$ cat config.mk
export PLATFORM = sky130hd
export DESIGN_NAME = fpc_front_panel
export DESIGN_NICKNAME = d
export VERILOG_FILES = /design/src/fpc_pkg.sv /design/src/fpc_front_panel.sv
export VERILOG_INCLUDE_DIRS = /design/src
export SDC_FILE = /design/constraint.sdc
export NUM_CORES = 1
export LEC_CHECK = 0
export ABC_AREA = 1
export BUFFER_PORTS_ARGS = -buffer_cell sky130_fd_sc_hd__buf_4
export CAP_MARGIN = 10
export CORE_AREA = 2 2 229 231
export CTS_CLUSTER_SIZE = 10
export DETAILED_ROUTE_END_ITERATION = 16
export DIE_AREA = 0 0 231 233
export GPL_TIMING_DRIVEN = 0
export PLACE_DENSITY = 0.7
export SYNTH_ARGS = -nofsm -noshare
export SYNTH_HDL_FRONTEND = slang
export SYNTH_SLANG_ARGS = --single-unit
$ cat constraint.sdc
create_clock -name aclk -period 3.75 [get_ports aclk]
set_clock_uncertainty 0.2 [all_clocks]
set_input_delay 0.375 -clock aclk [delete_from_list [all_inputs] [get_ports aclk]]
set_output_delay 0.375 -clock aclk [all_outputs]
set_load 0.02 [all_outputs]
$ cat src/fpc_consts.svh
// Constants, register map and timing counts of the front-panel controller.
// Summary of operation
// - Source key picks input pair; step key cycles left, right, both.
// - Gain shows as one flashing LED in left meters; encoder sets it.
// - Input meters show overload of any input in every view except the power-on mode display.
// - Target key picks one of three outputs; encoder sets level, flashing dot.
// - Output meters show overload of any output in every view except the power-on mode display.
// - Step held on an output: two yellow bars; encoder sets balance.
// - Dim acts on the main output only; dim LEDs dark on other outputs.
// - Holding attenuate key two seconds recalls the saved main volume.
// - Holding store key two seconds saves the current main volume.
// - Monitor: pick output, input, press monitor key, channel, level.
// - Monitoring has no panorama; optical source covers its first two channels.
// - Optical output selected, store key shows format; step key toggles it.
// - Stand-alone with optical input active, left meters show detected format in gain and output views.
// - Online, store, monitor and target keys may be handed to the host.
// - Brightness starts at 25%; step held plus source press advances it.
// - Power-on shows host mode; step and attenuate held at power-on toggle it.
// - External supply without USB, long combo hold toggles mode repeatedly.
// - Optical LED yellow no signal, flashing green locked, green synced.
// - Lowest LED shows phantom or dim; top LED lights red on clipping.
`ifndef FPC_CONSTS_SVH
`define FPC_CONSTS_SVH
`define FPC_CLK_MHZ 100
`define FPC_TICK_US 1000
`define FPC_HOLD_MS 2000
`define FPC_BOOT_MS 1000
`define FPC_K_SRC 0
`define FPC_K_TGT 1
`define FPC_K_STEP 2
`define FPC_K_ATT 3
`define FPC_K_STO 4
`define FPC_K_MON 5
`define FPC_OPT_SRC 2'h2
`define FPC_OPT_OUT 2'h2
`define FPC_GAIN_MAX 7'h3F
`define FPC_LVL_MAX 7'h7F
`define FPC_BAL_MAX 7'h1F
`define FPC_MON_MAX 7'h3F
`define FPC_BAL_RST 5'h10
`define FPC_LVL_RST 7'h40
`define FPC_BAR_YEL 8'h7F
`define FPC_FMT_8CH 8'hFF
`define FPC_FMT_2CH 8'h03
`define FPC_PAT_CC 8'h3C
`define FPC_PAT_DRV 8'hC3
`define FPC_CLIP_BIT 7
`define FPC_A_CTRL 8'h00
`define FPC_A_DIMATT 8'h04
`define FPC_A_STATUS 8'h08
`define FPC_A_GAIN 8'h0C
`define FPC_A_LEVEL 8'h10
`define FPC_A_BAL 8'h14
`define FPC_A_SAVED 8'h18
`define FPC_A_MON 8'h1C
`define FPC_A_EVENT 8'h20
`define FPC_RESP_OK 2'h0
`define FPC_RESP_ERR 2'h2
`endif

$ cat src/fpc_pkg.sv
// Types of the front-panel controller.
package fpc_pkg;
    typedef struct packed {
        logic monitor;
        logic store;
        logic attenuate;
        logic step;
        logic target;
        logic source;
    } fpc_keys_t;

    typedef enum logic [4:0] {
        FPC_BOOT = 5'h01,
        FPC_GAIN = 5'h02,
        FPC_OUT  = 5'h04,
        FPC_MON  = 5'h08,
        FPC_FMT  = 5'h10
    } fpc_view_t;

    typedef struct packed {
        logic [16:0]      tick_cnt;
        logic [8:0]       tfree;
        logic [5:0][3:0]  deb;
        logic [5:0]       key;
        logic [5:0]       keyp;
        logic             enc_a;
        fpc_view_t        st;
        logic             booted;
        logic [11:0]      boot_cnt;
        logic [1:0]       in_sel;
        logic [1:0]       in_ch;
        logic [1:0]       out_sel;
        logic [3:0][5:0]  gain;
        logic [2:0][6:0]  lvl;
        logic [2:0][4:0]  bal;
        logic [8:0][5:0]  mon;
        logic [6:0]       saved;
        logic [6:0]       main_lvl;
        logic             dim_on;
        logic             opt_8ch;
        logic             host_cc;
        logic [1:0]       bright;
        logic [1:0]       pwm_cnt;
        logic [11:0]      hold_dim;
        logic [11:0]      hold_set;
        logic [11:0]      hold_mode;
        logic             dim_fired;
        logic             set_fired;
        logic [7:0]       ctrl;
        logic [5:0]       dim_att;
        logic [2:0]       events;
        logic [3:0][7:0]  meter;
        logic             opt_y;
        logic             opt_g;
        logic             pwm_on;
        logic             aw_have;
        logic [7:0]       aw_addr;
        logic             w_have;
        logic [31:0]      w_data;
        logic [3:0]       w_strb;
        logic             awready;
        logic             wready;
        logic             bvalid;
        logic [1:0]       bresp;
        logic             arready;
        logic             rvalid;
        logic [1:0]       rresp;
        logic [31:0]      rdata;
    } fpc_state_t;
endpackage

$ cat src/fpc_front_panel.sv
// Front-panel controller: keys, encoder, meters and AXI4-Lite registers.
`timescale 1ns/1ns
`include "fpc_consts.svh"
module fpc_front_panel #(
    parameter int unsigned TICK_CYC   = `FPC_TICK_US * `FPC_CLK_MHZ,
    parameter int unsigned HOLD_TICKS = `FPC_HOLD_MS * 1000 / `FPC_TICK_US,
    parameter int unsigned BOOT_TICKS = `FPC_BOOT_MS * 1000 / `FPC_TICK_US
) (
    input  wire logic              aclk,
    input  wire logic              aresetn,
    input  wire fpc_pkg::fpc_keys_t keys,
    input  wire logic              enc_a,
    input  wire logic              enc_b,
    input  wire logic              host_online,
    input  wire logic              usb_present,
    input  wire logic              ext_power,
    input  wire logic              opt_lock,
    input  wire logic              opt_sync,
    input  wire logic              opt_in_8ch,
    input  wire logic [3:0][2:0]   band_level,
    input  wire logic [2:0]        in_clip,
    input  wire logic [2:0]        out_clip,
    input  wire logic [7:0]        awaddr,
    input  wire logic              awvalid,
    output logic                   awready,
    input  wire logic [31:0]       wdata,
    input  wire logic [3:0]        wstrb,
    input  wire logic              wvalid,
    output logic                   wready,
    output logic [1:0]             bresp,
    output logic                   bvalid,
    input  wire logic              bready,
    input  wire logic [7:0]        araddr,
    input  wire logic              arvalid,
    output logic                   arready,
    output logic [31:0]            rdata,
    output logic [1:0]             rresp,
    output logic                   rvalid,
    input  wire logic              rready,
    output logic [3:0][7:0]        meter,
    output logic                   opt_led_yellow,
    output logic                   opt_led_green,
    output logic                   led_pwm,
    output logic                   dim_active,
    output logic                   host_cc_mode,
    output logic [6:0]             main_level
);
    fpc_pkg::fpc_state_t q;
    fpc_pkg::fpc_state_t d;
    logic [5:0]  kraw;
    logic [5:0]  press;
    logic        tick;
    logic        up;
    logic        dn;
    logic        flash;
    logic        combo;
    logic [2:0]  remap;
    logic [1:0]  main_sel;
    logic [3:0]  mi;
    logic [32:0] wcur;
    logic [32:0] rcur;
    logic [31:0] wd;
    logic [6:0]  att;

    function automatic logic [6:0] stepv(logic [6:0] v, logic u,
                                         logic [6:0] mx);
        if (u)
        begin
            return (v >= mx) ? v : v + 7'h01;
        end
        return (v == 7'h00) ? v : v - 7'h01;
    endfunction

    function automatic logic [7:0] bar(logic [2:0] n);
        return 8'((9'h001 << n) - 9'h001);
    endfunction

    function automatic logic [7:0] dot(logic [2:0] p);
        return 8'h01 << p;
    endfunction

    function automatic logic [3:0] midx(logic [1:0] o, logic [1:0] i);
        return 4'(4'(o) * 4'h3 + 4'(i));
    endfunction

    function automatic logic [32:0] rb(fpc_pkg::fpc_state_t s,
                                       logic [7:0] a);
        logic [3:0] m;
        m = midx(s.out_sel, s.in_sel);
        case ({a[7:2], 2'b00})
            `FPC_A_CTRL:   rb = {1'b1, 24'h0, s.ctrl};
            `FPC_A_DIMATT: rb = {1'b1, 26'h0, s.dim_att};
            `FPC_A_STATUS: rb = {1'b1, 16'h0, s.in_ch, s.out_sel, s.in_sel,
                                 s.dim_on, s.bright, s.opt_8ch, s.host_cc,
                                 5'(s.st)};
            `FPC_A_GAIN:   rb = {1'b1, 8'h0, s.gain};
            `FPC_A_LEVEL:  rb = {1'b1, 11'h0, s.lvl};
            `FPC_A_BAL:    rb = {1'b1, 17'h0, s.bal};
            `FPC_A_SAVED:  rb = {1'b1, 25'h0, s.saved};
            `FPC_A_MON:    rb = {1'b1, 26'h0, s.mon[m]};
            `FPC_A_EVENT:  rb = {1'b1, 29'h0, s.events};
            default:       rb = 33'h0;
        endcase
    endfunction

    always_comb
    begin
        d = q;
        kraw = 6'(keys);
        up = 1'b0;
        dn = 1'b0;
        flash = q.tfree[8];
        combo = q.key[`FPC_K_STEP] & q.key[`FPC_K_ATT];
        remap = host_online ? q.ctrl[4:2] : 3'h0;
        main_sel = q.ctrl[1:0];
        mi = midx(q.out_sel, q.in_sel);
        wcur = rb(q, q.aw_addr);
        rcur = rb(q, araddr);
        wd = 32'h0;
        tick = (q.tick_cnt == 17'(TICK_CYC - 1));

        d.tick_cnt = tick ? 17'h00000 : q.tick_cnt + 17'h00001;
        if (tick)
        begin
            d.tfree = q.tfree + 9'h001;
            for (int i = 0; i < 6; i++)
            begin
                d.deb[i] = {q.deb[i][2:0], kraw[i]};
                if (d.deb[i] == 4'hF)
                    d.key[i] = 1'b1;
                else if (d.deb[i] == 4'h0)
                    d.key[i] = 1'b0;
            end
        end
        d.keyp = q.key;
        press = q.key & ~q.keyp;
        d.enc_a = enc_a;
        if (enc_a && !q.enc_a)
        begin
            up = !enc_b;
            dn = enc_b;
        end

        if (awvalid && q.awready)
        begin
            d.aw_have = 1'b1;
            d.aw_addr = awaddr;
        end
        if (wvalid && q.wready)
        begin
            d.w_have = 1'b1;
            d.w_data = wdata;
            d.w_strb = wstrb;
        end
        if (q.bvalid && bready)
            d.bvalid = 1'b0;
        if (q.aw_have && q.w_have && !q.bvalid)
        begin
            for (int b = 0; b < 4; b++)
                wd[8*b +: 8] = q.w_strb[b] ? q.w_data[8*b +: 8]
                                           : wcur[8*b +: 8];
            case ({q.aw_addr[7:2], 2'b00})
                `FPC_A_CTRL:   d.ctrl = {1'b0, wd[6:2],
                                         (wd[1:0] == 2'h3) ? 2'h0 : wd[1:0]};
                `FPC_A_DIMATT: d.dim_att = wd[5:0];
                `FPC_A_GAIN:   d.gain = wd[23:0];
                `FPC_A_LEVEL:  d.lvl = wd[20:0];
                `FPC_A_BAL:    d.bal = wd[14:0];
                `FPC_A_SAVED:  d.saved = wd[6:0];
                `FPC_A_MON:    d.mon[mi] = wd[5:0];
                `FPC_A_EVENT:  d.events = q.events &
                                   ~(q.w_strb[0] ? q.w_data[2:0] : 3'h0);
                default:       ;
            endcase
            d.aw_have = 1'b0;
            d.w_have = 1'b0;
            d.bvalid = 1'b1;
            d.bresp = wcur[32] ? `FPC_RESP_OK : `FPC_RESP_ERR;
        end
        d.awready = !d.aw_have && !d.bvalid;
        d.wready = !d.w_have && !d.bvalid;

        if (q.rvalid && rready)
            d.rvalid = 1'b0;
        if (arvalid && q.arready)
        begin
            d.rvalid = 1'b1;
            d.rdata = rcur[31:0];
            d.rresp = rcur[32] ? `FPC_RESP_OK : `FPC_RESP_ERR;
        end
        d.arready = !d.rvalid;

        if (!q.key[`FPC_K_ATT] || combo)
        begin
            d.hold_dim = 12'h000;
            d.dim_fired = 1'b0;
        end
        else if (tick && !q.dim_fired)
        begin
            d.hold_dim = q.hold_dim + 12'h001;
            if (q.hold_dim == 12'(HOLD_TICKS - 1))
            begin
                d.dim_fired = 1'b1;
                d.lvl[main_sel] = q.saved;
            end
        end
        if (!q.key[`FPC_K_STO] || remap[2])
        begin
            d.hold_set = 12'h000;
            d.set_fired = 1'b0;
        end
        else if (tick && !q.set_fired)
        begin
            d.hold_set = q.hold_set + 12'h001;
            if (q.hold_set == 12'(HOLD_TICKS - 1))
            begin
                d.set_fired = 1'b1;
                d.saved = q.lvl[main_sel];
            end
        end
        if (!combo || usb_present || !ext_power)
            d.hold_mode = 12'h000;
        else if (tick)
        begin
            d.hold_mode = q.hold_mode + 12'h001;
            if (q.hold_mode == 12'(HOLD_TICKS - 1))
            begin
                d.hold_mode = 12'h000;
                d.host_cc = !q.host_cc;
                d.st = fpc_pkg::FPC_BOOT;
                d.boot_cnt = 12'h000;
            end
        end

        if (q.st == fpc_pkg::FPC_BOOT)
        begin
            if (!q.booted)
            begin
                d.booted = 1'b1;
                if (kraw[`FPC_K_STEP] && kraw[`FPC_K_ATT])
                    d.host_cc = !q.host_cc;
            end
            if (tick)
                d.boot_cnt = q.boot_cnt + 12'h001;
            if (q.boot_cnt == 12'(BOOT_TICKS - 1))
                d.st = fpc_pkg::FPC_OUT;
        end
        else
        begin
            if (press[`FPC_K_SRC])
            begin
                if (q.key[`FPC_K_STEP])
                    d.bright = (q.bright == 2'h2) ? 2'h0
                                                  : q.bright + 2'h1;
                else
                begin
                    d.in_sel = (q.in_sel == `FPC_OPT_SRC) ? 2'h0
                                                         : q.in_sel + 2'h1;
                    if (q.st != fpc_pkg::FPC_MON)
                        d.st = fpc_pkg::FPC_GAIN;
                end
            end
            if (press[`FPC_K_TGT])
            begin
                if (remap[0])
                    d.events[0] = 1'b1;
                else
                begin
                    d.out_sel = (q.out_sel == 2'h2) ? 2'h0
                                                    : q.out_sel + 2'h1;
                    if (q.st != fpc_pkg::FPC_MON)
                        d.st = fpc_pkg::FPC_OUT;
                end
            end
            if (press[`FPC_K_STEP])
            begin
                if (q.st == fpc_pkg::FPC_GAIN || q.st == fpc_pkg::FPC_MON)
                    d.in_ch = (q.in_ch == 2'h2) ? 2'h0
                                                : q.in_ch + 2'h1;
                if (q.st == fpc_pkg::FPC_FMT)
                    d.opt_8ch = !q.opt_8ch;
            end
            if (press[`FPC_K_ATT] && !q.key[`FPC_K_STEP])
                d.dim_on = !q.dim_on;
            if (press[`FPC_K_STO])
            begin
                if (remap[2])
                    d.events[2] = 1'b1;
                else if (q.st == fpc_pkg::FPC_FMT)
                    d.st = fpc_pkg::FPC_OUT;
                else if (q.st == fpc_pkg::FPC_OUT &&
                         q.out_sel == `FPC_OPT_OUT)
                    d.st = fpc_pkg::FPC_FMT;
            end
            if (press[`FPC_K_MON])
            begin
                if (remap[1])
                    d.events[1] = 1'b1;
                else
                    d.st = (q.st == fpc_pkg::FPC_MON) ? fpc_pkg::FPC_OUT
                                                      : fpc_pkg::FPC_MON;
            end
            if (up || dn)
            begin
                case (q.st)
                    fpc_pkg::FPC_GAIN:
                        if (q.in_sel != `FPC_OPT_SRC)
                            for (int c = 0; c < 2; c++)
                                if (q.in_ch == 2'h2 || q.in_ch == 2'(c))
                                    d.gain[{q.in_sel[0], 1'(c)}] = 6'(stepv(
                                        7'(q.gain[{q.in_sel[0], 1'(c)}]),
                                        up, `FPC_GAIN_MAX));
                    fpc_pkg::FPC_OUT:
                        if (q.key[`FPC_K_STEP])
                            d.bal[q.out_sel] = 5'(stepv(7'(q.bal[q.out_sel]),
                                up, `FPC_BAL_MAX));
                        else
                            d.lvl[q.out_sel] = stepv(q.lvl[q.out_sel], up,
                                `FPC_LVL_MAX);
                    fpc_pkg::FPC_MON:
                        d.mon[mi] = 6'(stepv(7'(q.mon[mi]), up,
                            `FPC_MON_MAX));
                    default: ;
                endcase
            end
        end

        att = q.dim_on ? 7'(q.dim_att) : 7'h00;
        d.main_lvl = (q.lvl[main_sel] > att) ? q.lvl[main_sel] - att
                                             : 7'h00;

        for (int b = 0; b < 4; b++)
            d.meter[b] = bar(band_level[b]);
        case (q.st)
            fpc_pkg::FPC_BOOT:
                d.meter = {4{q.host_cc ? `FPC_PAT_CC : `FPC_PAT_DRV}};
            fpc_pkg::FPC_GAIN:
                for (int c = 0; c < 2; c++)
                    if (q.in_ch == 2'h2 || q.in_ch == 2'(c))
                        d.meter[c] = flash ? dot(
                            q.gain[{q.in_sel[0], 1'(c)}][5:3]) : 8'h00;
            fpc_pkg::FPC_OUT:
                if (q.key[`FPC_K_STEP])
                begin
                    d.meter[2] = `FPC_BAR_YEL;
                    d.meter[3] = `FPC_BAR_YEL;
                end
                else
                begin
                    d.meter[2] = flash ? dot(q.lvl[q.out_sel][6:4])
                                       : 8'h00;
                    d.meter[3] = d.meter[2];
                end
            fpc_pkg::FPC_MON:
                for (int c = 0; c < 2; c++)
                    if ((q.in_ch == 2'h2 || q.in_ch == 2'(c)) && !flash)
                        d.meter[c] = 8'h00;
            fpc_pkg::FPC_FMT:
            begin
                d.meter[2] = q.opt_8ch ? `FPC_FMT_8CH : `FPC_FMT_2CH;
                d.meter[3] = d.meter[2];
            end
            default: ;
        endcase
        if (q.st == fpc_pkg::FPC_GAIN || q.st == fpc_pkg::FPC_OUT ||
            q.st == fpc_pkg::FPC_MON)
        begin
            d.meter[0][0] = q.ctrl[5];
            d.meter[1][0] = q.ctrl[6];
            d.meter[2][0] = q.dim_on && q.out_sel == main_sel;
            d.meter[3][0] = d.meter[2][0];
        end
        if (!host_online && q.in_sel == `FPC_OPT_SRC &&
            (q.st == fpc_pkg::FPC_GAIN || q.st == fpc_pkg::FPC_OUT))
        begin
            d.meter[0] = opt_in_8ch ? `FPC_FMT_8CH : `FPC_FMT_2CH;
            d.meter[1] = d.meter[0];
        end
        if (q.st != fpc_pkg::FPC_BOOT)
        begin
            d.meter[0][`FPC_CLIP_BIT] = |in_clip;
            d.meter[1][`FPC_CLIP_BIT] = |in_clip;
            d.meter[2][`FPC_CLIP_BIT] = |out_clip;
            d.meter[3][`FPC_CLIP_BIT] = |out_clip;
        end

        d.opt_y = !opt_lock;
        d.opt_g = opt_lock && (opt_sync || flash);
        d.pwm_cnt = q.pwm_cnt + 2'h1;
        case (q.bright)
            2'h2:    d.pwm_on = 1'b1;
            2'h1:    d.pwm_on = !q.pwm_cnt[0];
            default: d.pwm_on = (q.pwm_cnt == 2'h0);
        endcase
    end

    always_ff @(posedge aclk)
    begin
        if (!aresetn)
        begin
            q <= '0;
            q.st <= fpc_pkg::FPC_BOOT;
            q.bal <= {3{`FPC_BAL_RST}};
            q.lvl <= {3{`FPC_LVL_RST}};
            q.saved <= `FPC_LVL_RST;
            q.opt_8ch <= 1'b1;
            q.awready <= 1'b1;
            q.wready <= 1'b1;
            q.arready <= 1'b1;
        end
        else
            q <= d;
    end

    assign awready = q.awready;
    assign wready = q.wready;
    assign bvalid = q.bvalid;
    assign bresp = q.bresp;
    assign arready = q.arready;
    assign rvalid = q.rvalid;
    assign rdata = q.rdata;
    assign rresp = q.rresp;
    assign meter = q.meter;
    assign opt_led_yellow = q.opt_y;
    assign opt_led_green = q.opt_g;
    assign led_pwm = q.pwm_on;
    assign dim_active = q.dim_on;
    assign host_cc_mode = q.host_cc;
    assign main_level = q.main_lvl;
endmodule // fpc_front_panel

Word-level counts from Yosys, hierarchy flattened
Cells that the tools add are included.

$lt $le $gt $ge: 16. $add $sub $neg: 27. Bitwise logic cells: 9. Equality and inequality tests: 43. Reduce and logical (&&, ||, !) cells: 102. Muxes and demuxes: 219. Shifts and indexed selects: 7. Multiply operators: 1.

Operators with widths (count): 33-bit one-hot mux with 9 select lines (2); 114-bit 2-to-1 mux (2); 24-bit 2-to-1 mux (9); 6-bit 2-to-1 mux (34); 5-bit 2-to-1 mux (27); 121-bit 2-to-1 mux (1); 7-bit 2-to-1 mux (16); 54-bit bitwise mux (2); 54-bit 2-to-1 mux (2); 21-bit 2-to-1 mux (5); 8-bit 2-to-1 mux (13); 16-bit one-hot mux with 3 select lines (2); 12-bit 2-to-1 mux (6); 1-bit 2-to-1 mux (60); 1-bit by 3-bit left shift with 8-bit output (first input constant) (7); 12-bit by 1-bit adder with 12-bit output (second input constant) (4); 24-bit bitwise mux (2); 6-bit by 3-bit equality test with 1-bit output (second input constant) (8); 21-bit bitwise mux (2); 37-bit 2-to-1 mux (1); 12-bit by 11-bit equality test with 1-bit output (second input constant) (3); 36-bit 2-to-1 mux (1); 35-bit 2-to-1 mux (1); 16-bit 2-to-1 mux (2); other kinds (71) (212).

Register bits: 392. Output and inout port bits: 85. Bits of input ports: 91.

Longest topological paths before layout
Gate-level depths: netlist of run 1.

Depth in word-level cells: 27. Mapped depth: 20. Depth with buffers taken out: 20.

Least setup slack after synthesis of run 1
Ideal clock, no wire load.

Path type: register to register. Start point: register q[313] (netlist name). End point: register q[198] (netlist name). Data arrival time: 3250 ps. Stages on the path, launching flop included: 21. Period minus slack after synthesis: 3559 ps. Path slack: 191 ps. Buffers on the path: 0. Data required time: 3441 ps. Setup time: 109 ps. Cells stage by stage: dfxtp_1 -> fa_1 -> ha_1 -> fa_1 -> inv_1 -> nand3_1 -> inv_2 -> nand2_1 -> nand2_1 -> nand3_2 -> inv_2 -> ha_1 -> nand4_2 -> nor2_4 -> nand2_2 -> nand2_1 -> nand2_1 -> nand2_2 -> nand3_1 -> nand2_1 -> inv_1.

Word-level cells in the longest chain between the ends: 15. Elaborated cells between the ends (all ways): 29.

Ends and longest elaborated chain: start, declared (line fpc_front_panel.sv:48) `fpc_pkg::fpc_state_t q;`; 2-bit by 2-bit multiplier with 4-bit output * (line fpc_front_panel.sv:83) `return 4'(4'(o) * 4'h3 + 4'(i));`; 4-bit by 2-bit adder with 4-bit output * (line fpc_front_panel.sv:83); 6-bit binary-select mux with 4-bit select (line fpc_front_panel.sv:100, fpc_front_panel.sv:321); 6-bit 2-to-1 mux (not written as such) (line fpc_front_panel.sv:100, fpc_front_panel.sv:321); 6-bit by 1-bit adder with 6-bit output or 6-bit greater-or-equal comparator (tied branches) (line fpc_front_panel.sv:69) `return (v >= mx) ? v : v + 7'h01;`; 6-bit 2-to-1 mux (line fpc_front_panel.sv:69); 6-bit 2-to-1 mux (line fpc_front_panel.sv:67) `if (u)`; 6-bit 2-to-1 mux (line fpc_front_panel.sv:71) `return (v == 7'h00) ? v : v - 7'h01;`; 6-bit 2-to-1 mux (line fpc_front_panel.sv:305) `case (q.st)`; 6-bit 2-to-1 mux (line fpc_front_panel.sv:303) `if (up || dn)`; 6-bit 2-to-1 mux (line fpc_front_panel.sv:235) `if (q.st == fpc_pkg::FPC_BOOT)`; 54-bit bitwise mux (line fpc_front_panel.sv:321) `d.mon[mi] = 6'(stepv(7'(q.mon[mi]), up,`; 54-bit 2-to-1 mux (line fpc_front_panel.sv:305); 114-bit 2-to-1 mux (line fpc_front_panel.sv:303); 114-bit 2-to-1 mux * (line fpc_front_panel.sv:235).

Mark *: on every way between the ends. The rest lies on a longest branch, timed or not. The select of a mux whose other input is x is not followed. A chain may end at the register's enable or synchronous reset.

Worst setup path in the final report of run 1
Start point: register q[312] (netlist name). End point: register q[228] (netlist name).

Same word-level chain as after synthesis.

==> impl_results.html, run 1 <==
<table>
<tr><th>Metric</th><th>Value</th></tr>
<tr><th colspan="2">Floorplanning</th></tr>
<tr><td>Number of placed I/O pins</td><td>176</td></tr>
<tr><td>Die height</td><td>233 µm</td></tr>
<tr><td>Effective utilization at floorplan</td><td>0.446</td></tr>
<tr><td>Placeable Area</td><td>0.0511 mm²</td></tr>
<tr><td>Number of rows in the core area</td><td>83</td></tr>
<tr><td>Area of the die</td><td>0.0538 mm²</td></tr>
<tr><td>Horiz. Die Dim</td><td>231 µm</td></tr>
<tr><th colspan="2">Global routing</th></tr>
<tr><td>Remaining global-route overflow</td><td>0</td></tr>
<tr><td>Pin count of the biggest net entering global routing</td><td>14</td></tr>
<tr><td>First-pass GRT wire length</td><td>137000 µm</td></tr>
<tr><td>Vias in the first global route</td><td>23.0k</td></tr>
<tr><td>Global-route usage over all layers</td><td>0.334</td></tr>
<tr><td>Antenna violations before repair</td><td>1</td></tr>
<tr><th colspan="2">STA</th></tr>
<tr><td>Setup repair after global routing missed its margin</td><td>true</td></tr>
<tr><td>Time the final worst path needs with I/O delays and setup</td><td>3750 ps</td></tr>
<tr><td>Endpoints failing hold</td><td>0</td></tr>
<tr><td>Achievable Freq</td><td>267 MHz</td></tr>
<tr><td>Fin worst setup slack</td><td>-0.0582 ps</td></tr>
<tr><td>Actual slew at the worst max-slew pin</td><td>1360 ps</td></tr>
<tr><td>Final setup viols</td><td>1</td></tr>
<tr><td>Period Utilization, post-route</td><td>1.00</td></tr>
<tr><td>Sum Neg Setup Slack</td><td>-0.0582 ps</td></tr>
<tr><td>Worst-case headroom to the max-slew limit</td><td>0.0941</td></tr>
<tr><td>Number of pins exceeding their max-slew limit in the final report</td><td>0</td></tr>
<tr><th colspan="2">Yosys</th></tr>
<tr><td>Biggest area consumer among synthesized cells</td><td>sky130_fd_sc_hd__dfxtp_1</td></tr>
<tr><td>Number of enable-type register cells in the synthesized netlist</td><td>0</td></tr>
<tr><td>Synth Flop Type</td><td>sky130_fd_sc_hd__dfxtp_1</td></tr>
<tr><td>Share of synthesized registers carrying an async set or reset</td><td>0</td></tr>
<tr><td>Register area share after synthesis</td><td>0.326</td></tr>
<tr><td>Average cell area after synthesis</td><td>6.41 µm²</td></tr>
<tr><td>Synth top cells by count</td><td>sky130_fd_sc_hd__nand2_1, sky130_fd_sc_hd__inv_1, sky130_fd_sc_hd__dfxtp_1</td></tr>
<tr><td>Post-synthesis sequential element count</td><td>371</td></tr>
<tr><td>Cell types with the largest area share after synthesis</td><td>sky130_fd_sc_hd__dfxtp_1, sky130_fd_sc_hd__nand2_1, sky130_fd_sc_hd__inv_1</td></tr>
<tr><td>Top cell type's share of synthesized area</td><td>0.326</td></tr>
<tr><td>Number of warnings issued by yosys</td><td>0</td></tr>
<tr><td>Mapped Area</td><td>0.0228 mm²</td></tr>
<tr><td>Cells after Synth</td><td>3560</td></tr>
<tr><td>Most common cell in the netlist</td><td>sky130_fd_sc_hd__nand2_1</td></tr>
<tr><td>Unique masters post-synth</td><td>62</td></tr>
<tr><th colspan="2">Routing</th></tr>
<tr><td>Overall via count from detail_route</td><td>25.4k</td></tr>
<tr><td>Detailed router's first-iteration violation count</td><td>3102</td></tr>
<tr><td>Number of antenna-violating nets in the routed design</td><td>0</td></tr>
<tr><td>Wirelength per Cell</td><td>20.3 µm</td></tr>
<tr><td>Via-per-instance ratio</td><td>5.58</td></tr>
<tr><td>Routed wire length</td><td>92400 µm</td></tr>
<tr><td>Post-route DRC</td><td>0</td></tr>
<tr><td>First-pass iteration count of the detailed router</td><td>8</td></tr>
<tr><th colspan="2">Cells and area</th></tr>
<tr><td>Multi-input combinational cell area</td><td>0.0127 mm²</td></tr>
<tr><td>Fraction of final layout cells sized beyond drive strength 1</td><td>0.128</td></tr>
<tr><td>Filler instances</td><td>5218</td></tr>
<tr><td>Layout Cell Area excl Fill</td><td>0.0272 mm²</td></tr>
<tr><td>Sequential cell area</td><td>0.00744 mm²</td></tr>
<tr><td>Area delta synth-&gt;final</td><td>19.3%</td></tr>
<tr><td>Layout Cells excl Fill</td><td>4543</td></tr>
<tr><td>Layout Nets</td><td>3975</td></tr>
<tr><th colspan="2">Pwr</th></tr>
<tr><td>Comb power frac</td><td>0.103</td></tr>
<tr><td>Switching share of power</td><td>0.266</td></tr>
<tr><td>Clock group share of total power</td><td>0.476</td></tr>
<tr><td>Peak supply drop</td><td>0.370 mV</td></tr>
<tr><td>P_sw</td><td>2.58 mW</td></tr>
<tr><td>Static Leak</td><td>11.7 nW</td></tr>
<tr><td>Sequential share of power</td><td>0.421</td></tr>
<tr><td>Cell-internal power</td><td>7.12 mW</td></tr>
<tr><td>Total power per unit cell area</td><td>357 mW/mm²</td></tr>
<tr><th colspan="2">Critical path</th></tr>
<tr><td>Longest individual stage delay on the worst path</td><td>560 ps</td></tr>
<tr><td>Crit path max-delay family</td><td>adder cells</td></tr>
<tr><td>Startpoint type of the worst setup path</td><td>flip-flop</td></tr>
<tr><td>Crit path arrival time</td><td>4040 ps</td></tr>
<tr><td>Crit path cell chain</td><td>fa_1 &gt; ha_2 &gt; fa_2 &gt; inv_2 &gt; nand3_2 &gt; inv_2 &gt; nand2_1 &gt; nand2_2 &gt; nand2_2 &gt; nor2_4 &gt; ha_4 &gt; nand4_4 &gt; nor2_4 &gt; nand2_4 &gt; nand2_4 &gt; nand2_4 &gt; nand2_8 &gt; nand3_1 &gt; nand2_1 &gt; inv_1</td></tr>
<tr><td>Register-to-register setup slack</td><td>-0.06 ps</td></tr>
<tr><td>CP dominant cell by count</td><td>sky130_fd_sc_hd__nand2_4</td></tr>
<tr><td>Worst Path Buf+Inv</td><td>3</td></tr>
<tr><td>Critical path type</td><td>reg -&gt; reg</td></tr>
<tr><td>Required time worst endpoint</td><td>4040 ps</td></tr>
<tr><td>Endpoint type of the worst setup path</td><td>flip-flop</td></tr>
<tr><td>Top fanout value on the critical path</td><td>5</td></tr>
<tr><td>Slowest stage cell on the critical path</td><td>sky130_fd_sc_hd__fa_1</td></tr>
<tr><th colspan="2">Run</th></tr>
<tr><td>Max-cap violations</td><td>0</td></tr>
<tr><th colspan="2">Run status</th></tr>
<tr><td>Violated checks</td><td>negative setup slack</td></tr>
<tr><td>Result of the run</td><td>finished with violations</td></tr>
<tr><th colspan="2">Clocking</th></tr>
<tr><td>Clock insertion delay at the later pin of the skew report</td><td>620 ps</td></tr>
<tr><td>Number of buffers created by CTS</td><td>47</td></tr>
<tr><td>TritonCTS Sinks</td><td>371</td></tr>
<tr><td>CTS tree</td><td>yes</td></tr>
<tr><td>H-tree depth</td><td>2</td></tr>
<tr><td>Clock buffer depth</td><td>3</td></tr>
<tr><td>Root Buffer</td><td>sky130_fd_sc_hd__clkbuf_16</td></tr>
<tr><td>Reg clk slew, reported paths</td><td>60 ps</td></tr>
<tr><th colspan="2">Min path</th></tr>
<tr><td>Class of the tightest hold or removal check</td><td>in -&gt; reg</td></tr>
<tr><th colspan="2">Place</th></tr>
<tr><td>Gpl congestion</td><td>1.03</td></tr>
<tr><td>Port bufs</td><td>152</td></tr>
<tr><td>HPWL after detailed placement</td><td>69500 µm</td></tr>
<tr><td>Post-placement cell area</td><td>0.0248 mm²</td></tr>
<tr><td>Count of placed standard cells including taps</td><td>4401</td></tr>
</table>
-- layer usage --
| metal | vias to the layer above | GRT usage | routed length [µm] |
|---|---|---|---|
| met5 | - | 0 | 0 |
| met4 | 0 | 0.149 | 4410 |
| met3 | 235 | 0.0703 | 10600 |
| met2 | 1392 | 0.510 | 39200 |
| met1 | 11600 | 0.453 | 38200 |
| li1 | 12100 | - | - |
-- cell families after synthesis --
logic type      after synthesis  share of synthesized area
simple gates               1686                      0.327
fa+ha+maj                    47                     0.0268
xor+xnor                     36                     0.0138
buf+inv                     676                      0.129
compound gates              742                      0.178
other cells                   1                   0.000164
flops                       371                      0.326
mux                           1                   0.000439
-- through the flow --
| step | worst slack [ps] | utilization | hold slack (ps) | power, mW |
|---|---|---|---|---|
| 2_1_floorplan | 191 | - | 193 | 4.68 |
| 3_3_place_gp | -539 | 0.486 | 203 | 5.09 |
| 3_5_place_dp | -554 | 0.486 | 210 | 5.09 |
| 4_1_cts | 0.430 | 0.529 | 1.50 | 9.71 |
| 5_1_grt | -96.1 | 0.533 | 66.2 | 9.95 |
| 6_report | -0.0582 | 0.533 | 4.43 | 9.71 |
-- state kept, by name, summed over array words and instances (netlist names), 2 cells and up, named ones only --
signal,flops
q,285
main_sel,2
d,6
meter,32
main_level,7
rdata,24
-- placed cells by master, fill, tap and decap left out, types with 42 or more instances in the layout --
| master | count |
|---|---|
| sky130_fd_sc_hd__a21oi_1 | 341 |
| sky130_fd_sc_hd__buf_4 | 242 |
| sky130_fd_sc_hd__clkbuf_1 | 70 |
| sky130_fd_sc_hd__clkbuf_16 | 47 |
| sky130_fd_sc_hd__dfxtp_1 | 368 |
| sky130_fd_sc_hd__dlygate4sd3_1 | 60 |
| sky130_fd_sc_hd__ha_1 | 42 |
| sky130_fd_sc_hd__inv_1 | 466 |
| sky130_fd_sc_hd__nand2_1 | 817 |
| sky130_fd_sc_hd__nand3_1 | 227 |
| sky130_fd_sc_hd__nand4_1 | 52 |
| sky130_fd_sc_hd__nor2_1 | 369 |
| sky130_fd_sc_hd__nor3_1 | 73 |
| sky130_fd_sc_hd__o21ai_0 | 232 |
-- worst reg2reg max path: stages (launching register included) --
cell and delay (ps):
sky130_fd_sc_hd__dfxtp_4 370, sky130_fd_sc_hd__fa_1 560, sky130_fd_sc_hd__ha_2 200, sky130_fd_sc_hd__fa_2 490
sky130_fd_sc_hd__inv_2 110, sky130_fd_sc_hd__nand3_2 80, sky130_fd_sc_hd__inv_2 110, sky130_fd_sc_hd__nand2_1 80
sky130_fd_sc_hd__nand2_2 100, sky130_fd_sc_hd__nand2_2 80, sky130_fd_sc_hd__nor2_4 160, sky130_fd_sc_hd__ha_4 170
sky130_fd_sc_hd__nand4_4 130, sky130_fd_sc_hd__nor2_4 190, sky130_fd_sc_hd__nand2_4 110, sky130_fd_sc_hd__nand2_4 90
sky130_fd_sc_hd__nand2_4 90, sky130_fd_sc_hd__nand2_8 120, sky130_fd_sc_hd__nand3_1 90, sky130_fd_sc_hd__nand2_1 80
sky130_fd_sc_hd__inv_1 40
-- cell type report --
class | instances | area share
clock buffers | 64 | 0.0492
inverters | 493 | 0.0683
multi-input cells | 2524 | 0.466
plain buffers | 183 | 0.0398
diodes | 2 | 0.000184
well taps | 680 | 0.0313
flip-flops and latches | 371 | 0.273
clock inverters | 9 | 0.00671
repair buffers | 217 | 0.0654
-- power by group through the flow --
stage | clock network (mW) | registers [mW] | logic [mW]
floorplan | 0 | 4.16 | 0.519
global placement | 0 | 4.17 | 0.913
detailed placement | 0 | 4.17 | 0.917
CTS | 4.65 | 4.09 | 0.972
global route | 4.79 | 4.10 | 1.06
finish | 4.62 | 4.09 | 1.00
-- worst paths after layout --
kind / start / endpoint / cells after the start
setup / recovery: q[312] / q[228] / 20
hold reg to reg: q[177] / q[177] / 1
hold / removal: arvalid / rdata[2] / 4
setup reg to reg: q[312] / q[228] / 20
-- repair_timing --
item,in CTS,in global routing
hold buffers,60,0
hold endpoints to repair,68,0
pin swaps,2,11
buffers inserted,2,3
gates resized for setup,16,31
endpoints found under the setup margin,66,59
gates cloned,1,1
No activity file was read; power rests on OpenSTA's default activity.
==> inputs of run 2 (changes only) <==
- PLACE_DENSITY: 0.7 -> 0.68
- SETUP_SLACK_MARGIN: default -> 0.3
- clock period: 3.75 -> 4.7 ns (I/O delays scaled with it)
==> run 2 against run 1 <==
The flow now finishes without violations. Critical path depth down 1. Count of clock-buffer cells in the layout down 7. Sequential share of layout area up 0.50 points. Global-route usage down 0.63 points. Critical endpoint is now q[241].
==> impl_results.html, run 2 (synthesis results as in run 1) <==
<table>
<tr><th>Metric</th><th>Value</th></tr>
<tr><th colspan="2">Cells and area</th></tr>
<tr><td>Diode insertion count for antenna repair</td><td>0</td></tr>
<tr><td>Max FFs per register</td><td>285</td></tr>
<tr><td>Register containing the most flip-flops in the final layout</td><td>q</td></tr>
<tr><td>Layout Nets</td><td>3954</td></tr>
<tr><td>Most common library cell in the layout ignoring fill and taps</td><td>sky130_fd_sc_hd__nand2_1</td></tr>
<tr><td>Highest-count cells in the layout ignoring fill and taps</td><td>sky130_fd_sc_hd__nand2_1, sky130_fd_sc_hd__inv_1, sky130_fd_sc_hd__nor2_1</td></tr>
<tr><td>Layout Cells excl Fill</td><td>4514</td></tr>
<tr><td>Fraction of final layout cells sized beyond drive strength 1</td><td>0.121</td></tr>
<tr><td>Area delta synth-&gt;final</td><td>17.0%</td></tr>
<tr><th colspan="2">Critical path</th></tr>
<tr><td>Crit path cell chain</td><td>fa_1 &gt; ha_1 &gt; fa_1 &gt; inv_1 &gt; nand3_1 &gt; inv_2 &gt; nand2_1 &gt; nand2_1 &gt; nand3_2 &gt; inv_2 &gt; ha_1 &gt; nand4_2 &gt; nor2_4 &gt; nand2_2 &gt; nand2_1 &gt; nand3_2 &gt; nand3_1 &gt; nand2_1 &gt; inv_1</td></tr>
<tr><td>CP dominant cell by count</td><td>sky130_fd_sc_hd__nand2_1</td></tr>
<tr><td>Stages on worst setup path</td><td>19</td></tr>
<tr><td>Register-to-register setup slack</td><td>570 ps</td></tr>
<tr><td>Terminus of the critical flop-to-flop path</td><td>q[241]</td></tr>
<tr><td>Crit path max-delay family</td><td>simple AND/OR/NAND/NOR gates</td></tr>
<tr><td>Worst R2R Path Depth</td><td>19</td></tr>
<tr><td>Crit Reg-Reg Startpoint</td><td>q[313]</td></tr>
<tr><td>Crit path arrival time</td><td>4490 ps</td></tr>
<tr><td>Slowest stage cell on the critical path</td><td>sky130_fd_sc_hd__dfxtp_2</td></tr>
<tr><td>Critical path type</td><td>reg -&gt; reg</td></tr>
<tr><td>Top fanout value on the critical path</td><td>10</td></tr>
<tr><td>Endpoint type of the worst setup path</td><td>flip-flop</td></tr>
<tr><td>Worst Path Buf+Inv</td><td>4</td></tr>
<tr><td>Longest individual stage delay on the worst path</td><td>500 ps</td></tr>
<tr><td>Startpoint type of the worst setup path</td><td>flip-flop</td></tr>
<tr><td>Required time worst endpoint</td><td>5050 ps</td></tr>
<tr><th colspan="2">Pwr</th></tr>
<tr><td>Static Leak</td><td>11.5 nW</td></tr>
<tr><td>Peak supply drop</td><td>0.258 mV</td></tr>
<tr><td>Total power per unit cell area</td><td>280 mW/mm²</td></tr>
<tr><th colspan="2">Floorplanning</th></tr>
<tr><td>Die height</td><td>233 µm</td></tr>
<tr><td>Number of rows in the core area</td><td>83</td></tr>
<tr><td>Effective utilization at floorplan</td><td>0.446</td></tr>
<tr><td>Horiz. Die Dim</td><td>231 µm</td></tr>
<tr><td>Number of placed I/O pins</td><td>176</td></tr>
<tr><td>Area of the die</td><td>0.0538 mm²</td></tr>
<tr><td>Placeable Area</td><td>0.0511 mm²</td></tr>
<tr><th colspan="2">STA</th></tr>
<tr><td>Final setup viols</td><td>0</td></tr>
<tr><td>Time the final worst path needs with I/O delays and setup</td><td>4130 ps</td></tr>
<tr><td>Number of pins exceeding their max-slew limit in the final report</td><td>0</td></tr>
<tr><td>Post-Route Hold Slack</td><td>13.2 ps</td></tr>
<tr><td>Achievable Freq</td><td>242 MHz</td></tr>
<tr><td>Setup repair after global routing missed its margin</td><td>false</td></tr>
<tr><td>Actual slew at the worst max-slew pin</td><td>1250 ps</td></tr>
<tr><td>Worst-case headroom to the max-slew limit</td><td>0.165</td></tr>
<tr><td>Period Utilization, post-route</td><td>0.879</td></tr>
<tr><td>Endpoints failing hold</td><td>0</td></tr>
<tr><td>Sum Neg Setup Slack</td><td>0 ps</td></tr>
<tr><th colspan="2">Routing</th></tr>
<tr><td>Detailed router's first-iteration violation count</td><td>2755</td></tr>
<tr><td>Wirelength per Cell</td><td>20.0 µm</td></tr>
<tr><td>First-pass iteration count of the detailed router</td><td>8</td></tr>
<tr><td>Post-route DRC</td><td>0</td></tr>
<tr><td>Number of antenna-violating nets in the routed design</td><td>0</td></tr>
<tr><td>Overall via count from detail_route</td><td>24.9k</td></tr>
<tr><td>Via-per-instance ratio</td><td>5.51</td></tr>
<tr><td>Routed wire length</td><td>90100 µm</td></tr>
<tr><th colspan="2">Min path</th></tr>
<tr><td>Cell depth of the worst hold path</td><td>4</td></tr>
<tr><td>Class of the tightest hold or removal check</td><td>in -&gt; reg</td></tr>
<tr><td>Critical hold path startpoint</td><td>rready</td></tr>
<tr><td>Hold Path Sink</td><td>rvalid</td></tr>
<tr><th colspan="2">Global routing</th></tr>
<tr><td>Remaining global-route overflow</td><td>0</td></tr>
<tr><td>Pin count of the biggest net entering global routing</td><td>13</td></tr>
<tr><td>First-pass GRT wire length</td><td>134000 µm</td></tr>
<tr><td>Global-route usage over all layers</td><td>0.328</td></tr>
<tr><td>Antenna violations before repair</td><td>6</td></tr>
<tr><td>Vias in the first global route</td><td>22.4k</td></tr>
<tr><th colspan="2">Place</th></tr>
<tr><td>Port bufs</td><td>152</td></tr>
<tr><td>Count of placed standard cells including taps</td><td>4401</td></tr>
<tr><td>HPWL after detailed placement</td><td>69000 µm</td></tr>
<tr><td>Gpl congestion</td><td>1.05</td></tr>
<tr><th colspan="2">Clocking</th></tr>
<tr><td>Postcts setup bufs</td><td>0</td></tr>
<tr><td>Clock buffer depth</td><td>3</td></tr>
<tr><td>Number of buffers created by CTS</td><td>46</td></tr>
<tr><td>H-tree depth</td><td>2</td></tr>
<tr><td>Reg clk slew, reported paths</td><td>60 ps</td></tr>
<tr><td>Clock insertion delay at the later pin of the skew report</td><td>610 ps</td></tr>
<tr><td>TritonCTS Sinks</td><td>371</td></tr>
<tr><td>CTS tree</td><td>yes</td></tr>
<tr><td>Root Buffer</td><td>sky130_fd_sc_hd__clkbuf_16</td></tr>
<tr><th colspan="2">Run</th></tr>
<tr><td>Max-cap violations</td><td>0</td></tr>
<tr><th colspan="2">Run status</th></tr>
<tr><td>Result of the run</td><td>completed</td></tr>
</table>
[run 2: worst min-delay path: cells and delay by family]
kind                   cells  cell delay, ps
AO/OA/AOI/OAI              1             130
buffers and inverters      2             110
AND/OR/NAND/NOR            1              60
[run 2: metrics by stage]
stage               instance area [µm²]  total power [mW]  utilization  worst slack, ps
finish                            26700              7.48        0.522              567
global route                      26700              7.69        0.522              303
CTS                               26700              7.49        0.522              438
detailed placement                24800              4.06        0.486              445
global placement                  24800              4.05        0.486              451
floorplan                         22800              3.74            -             1140
[run 2: per-layer routing]
metal,up-vias,global-route usage,share of wire
met2,1321,0.490,0.42
met5,-,0,0.00073
li1,12000,-,-
met4,10,0.133,0.047
met3,241,0.0938,0.12
met1,11300,0.443,0.41
[run 2: timing repair]
action | CTS | global route
endpoints found under the hold margin | 50 | 0
endpoints found under the setup margin | 0 | 45
hold buffers | 46 | 0
resized for setup | 0 | 2
[run 2: area by class of cell]
class	instances	area, µm²
buffer	183	1080
clock buffer	57	1240
clock inverter	9	141
fill	5287	24400
inverter	493	1850
multi-input combinational	2522	12500
sequential	371	7430
tap	680	851
timing repair buffer	199	1620
[run 2: how the worst max path moves through the flow]
stage | start | endpoint | slack, ps
final | q[313] | q[241] | 570
after floorplan | q[313] | q[198] | 1140
after detailed placement | q[313] | q[241] | 440
after CTS | q[313] | q[241] | 440
after global routing | q[313] | q[229] | 300
after global placement | q[313] | q[241] | 450
[run 2: power by group]
part	leakage [nW]	switching, mW	total [mW]	internal, mW
sequential	3.01	0.0448	3.26	3.22
combinational	7.78	0.519	0.782	0.264
clock	0.676	1.43	3.43	2.01
total	11.5	1.99	7.48	5.49
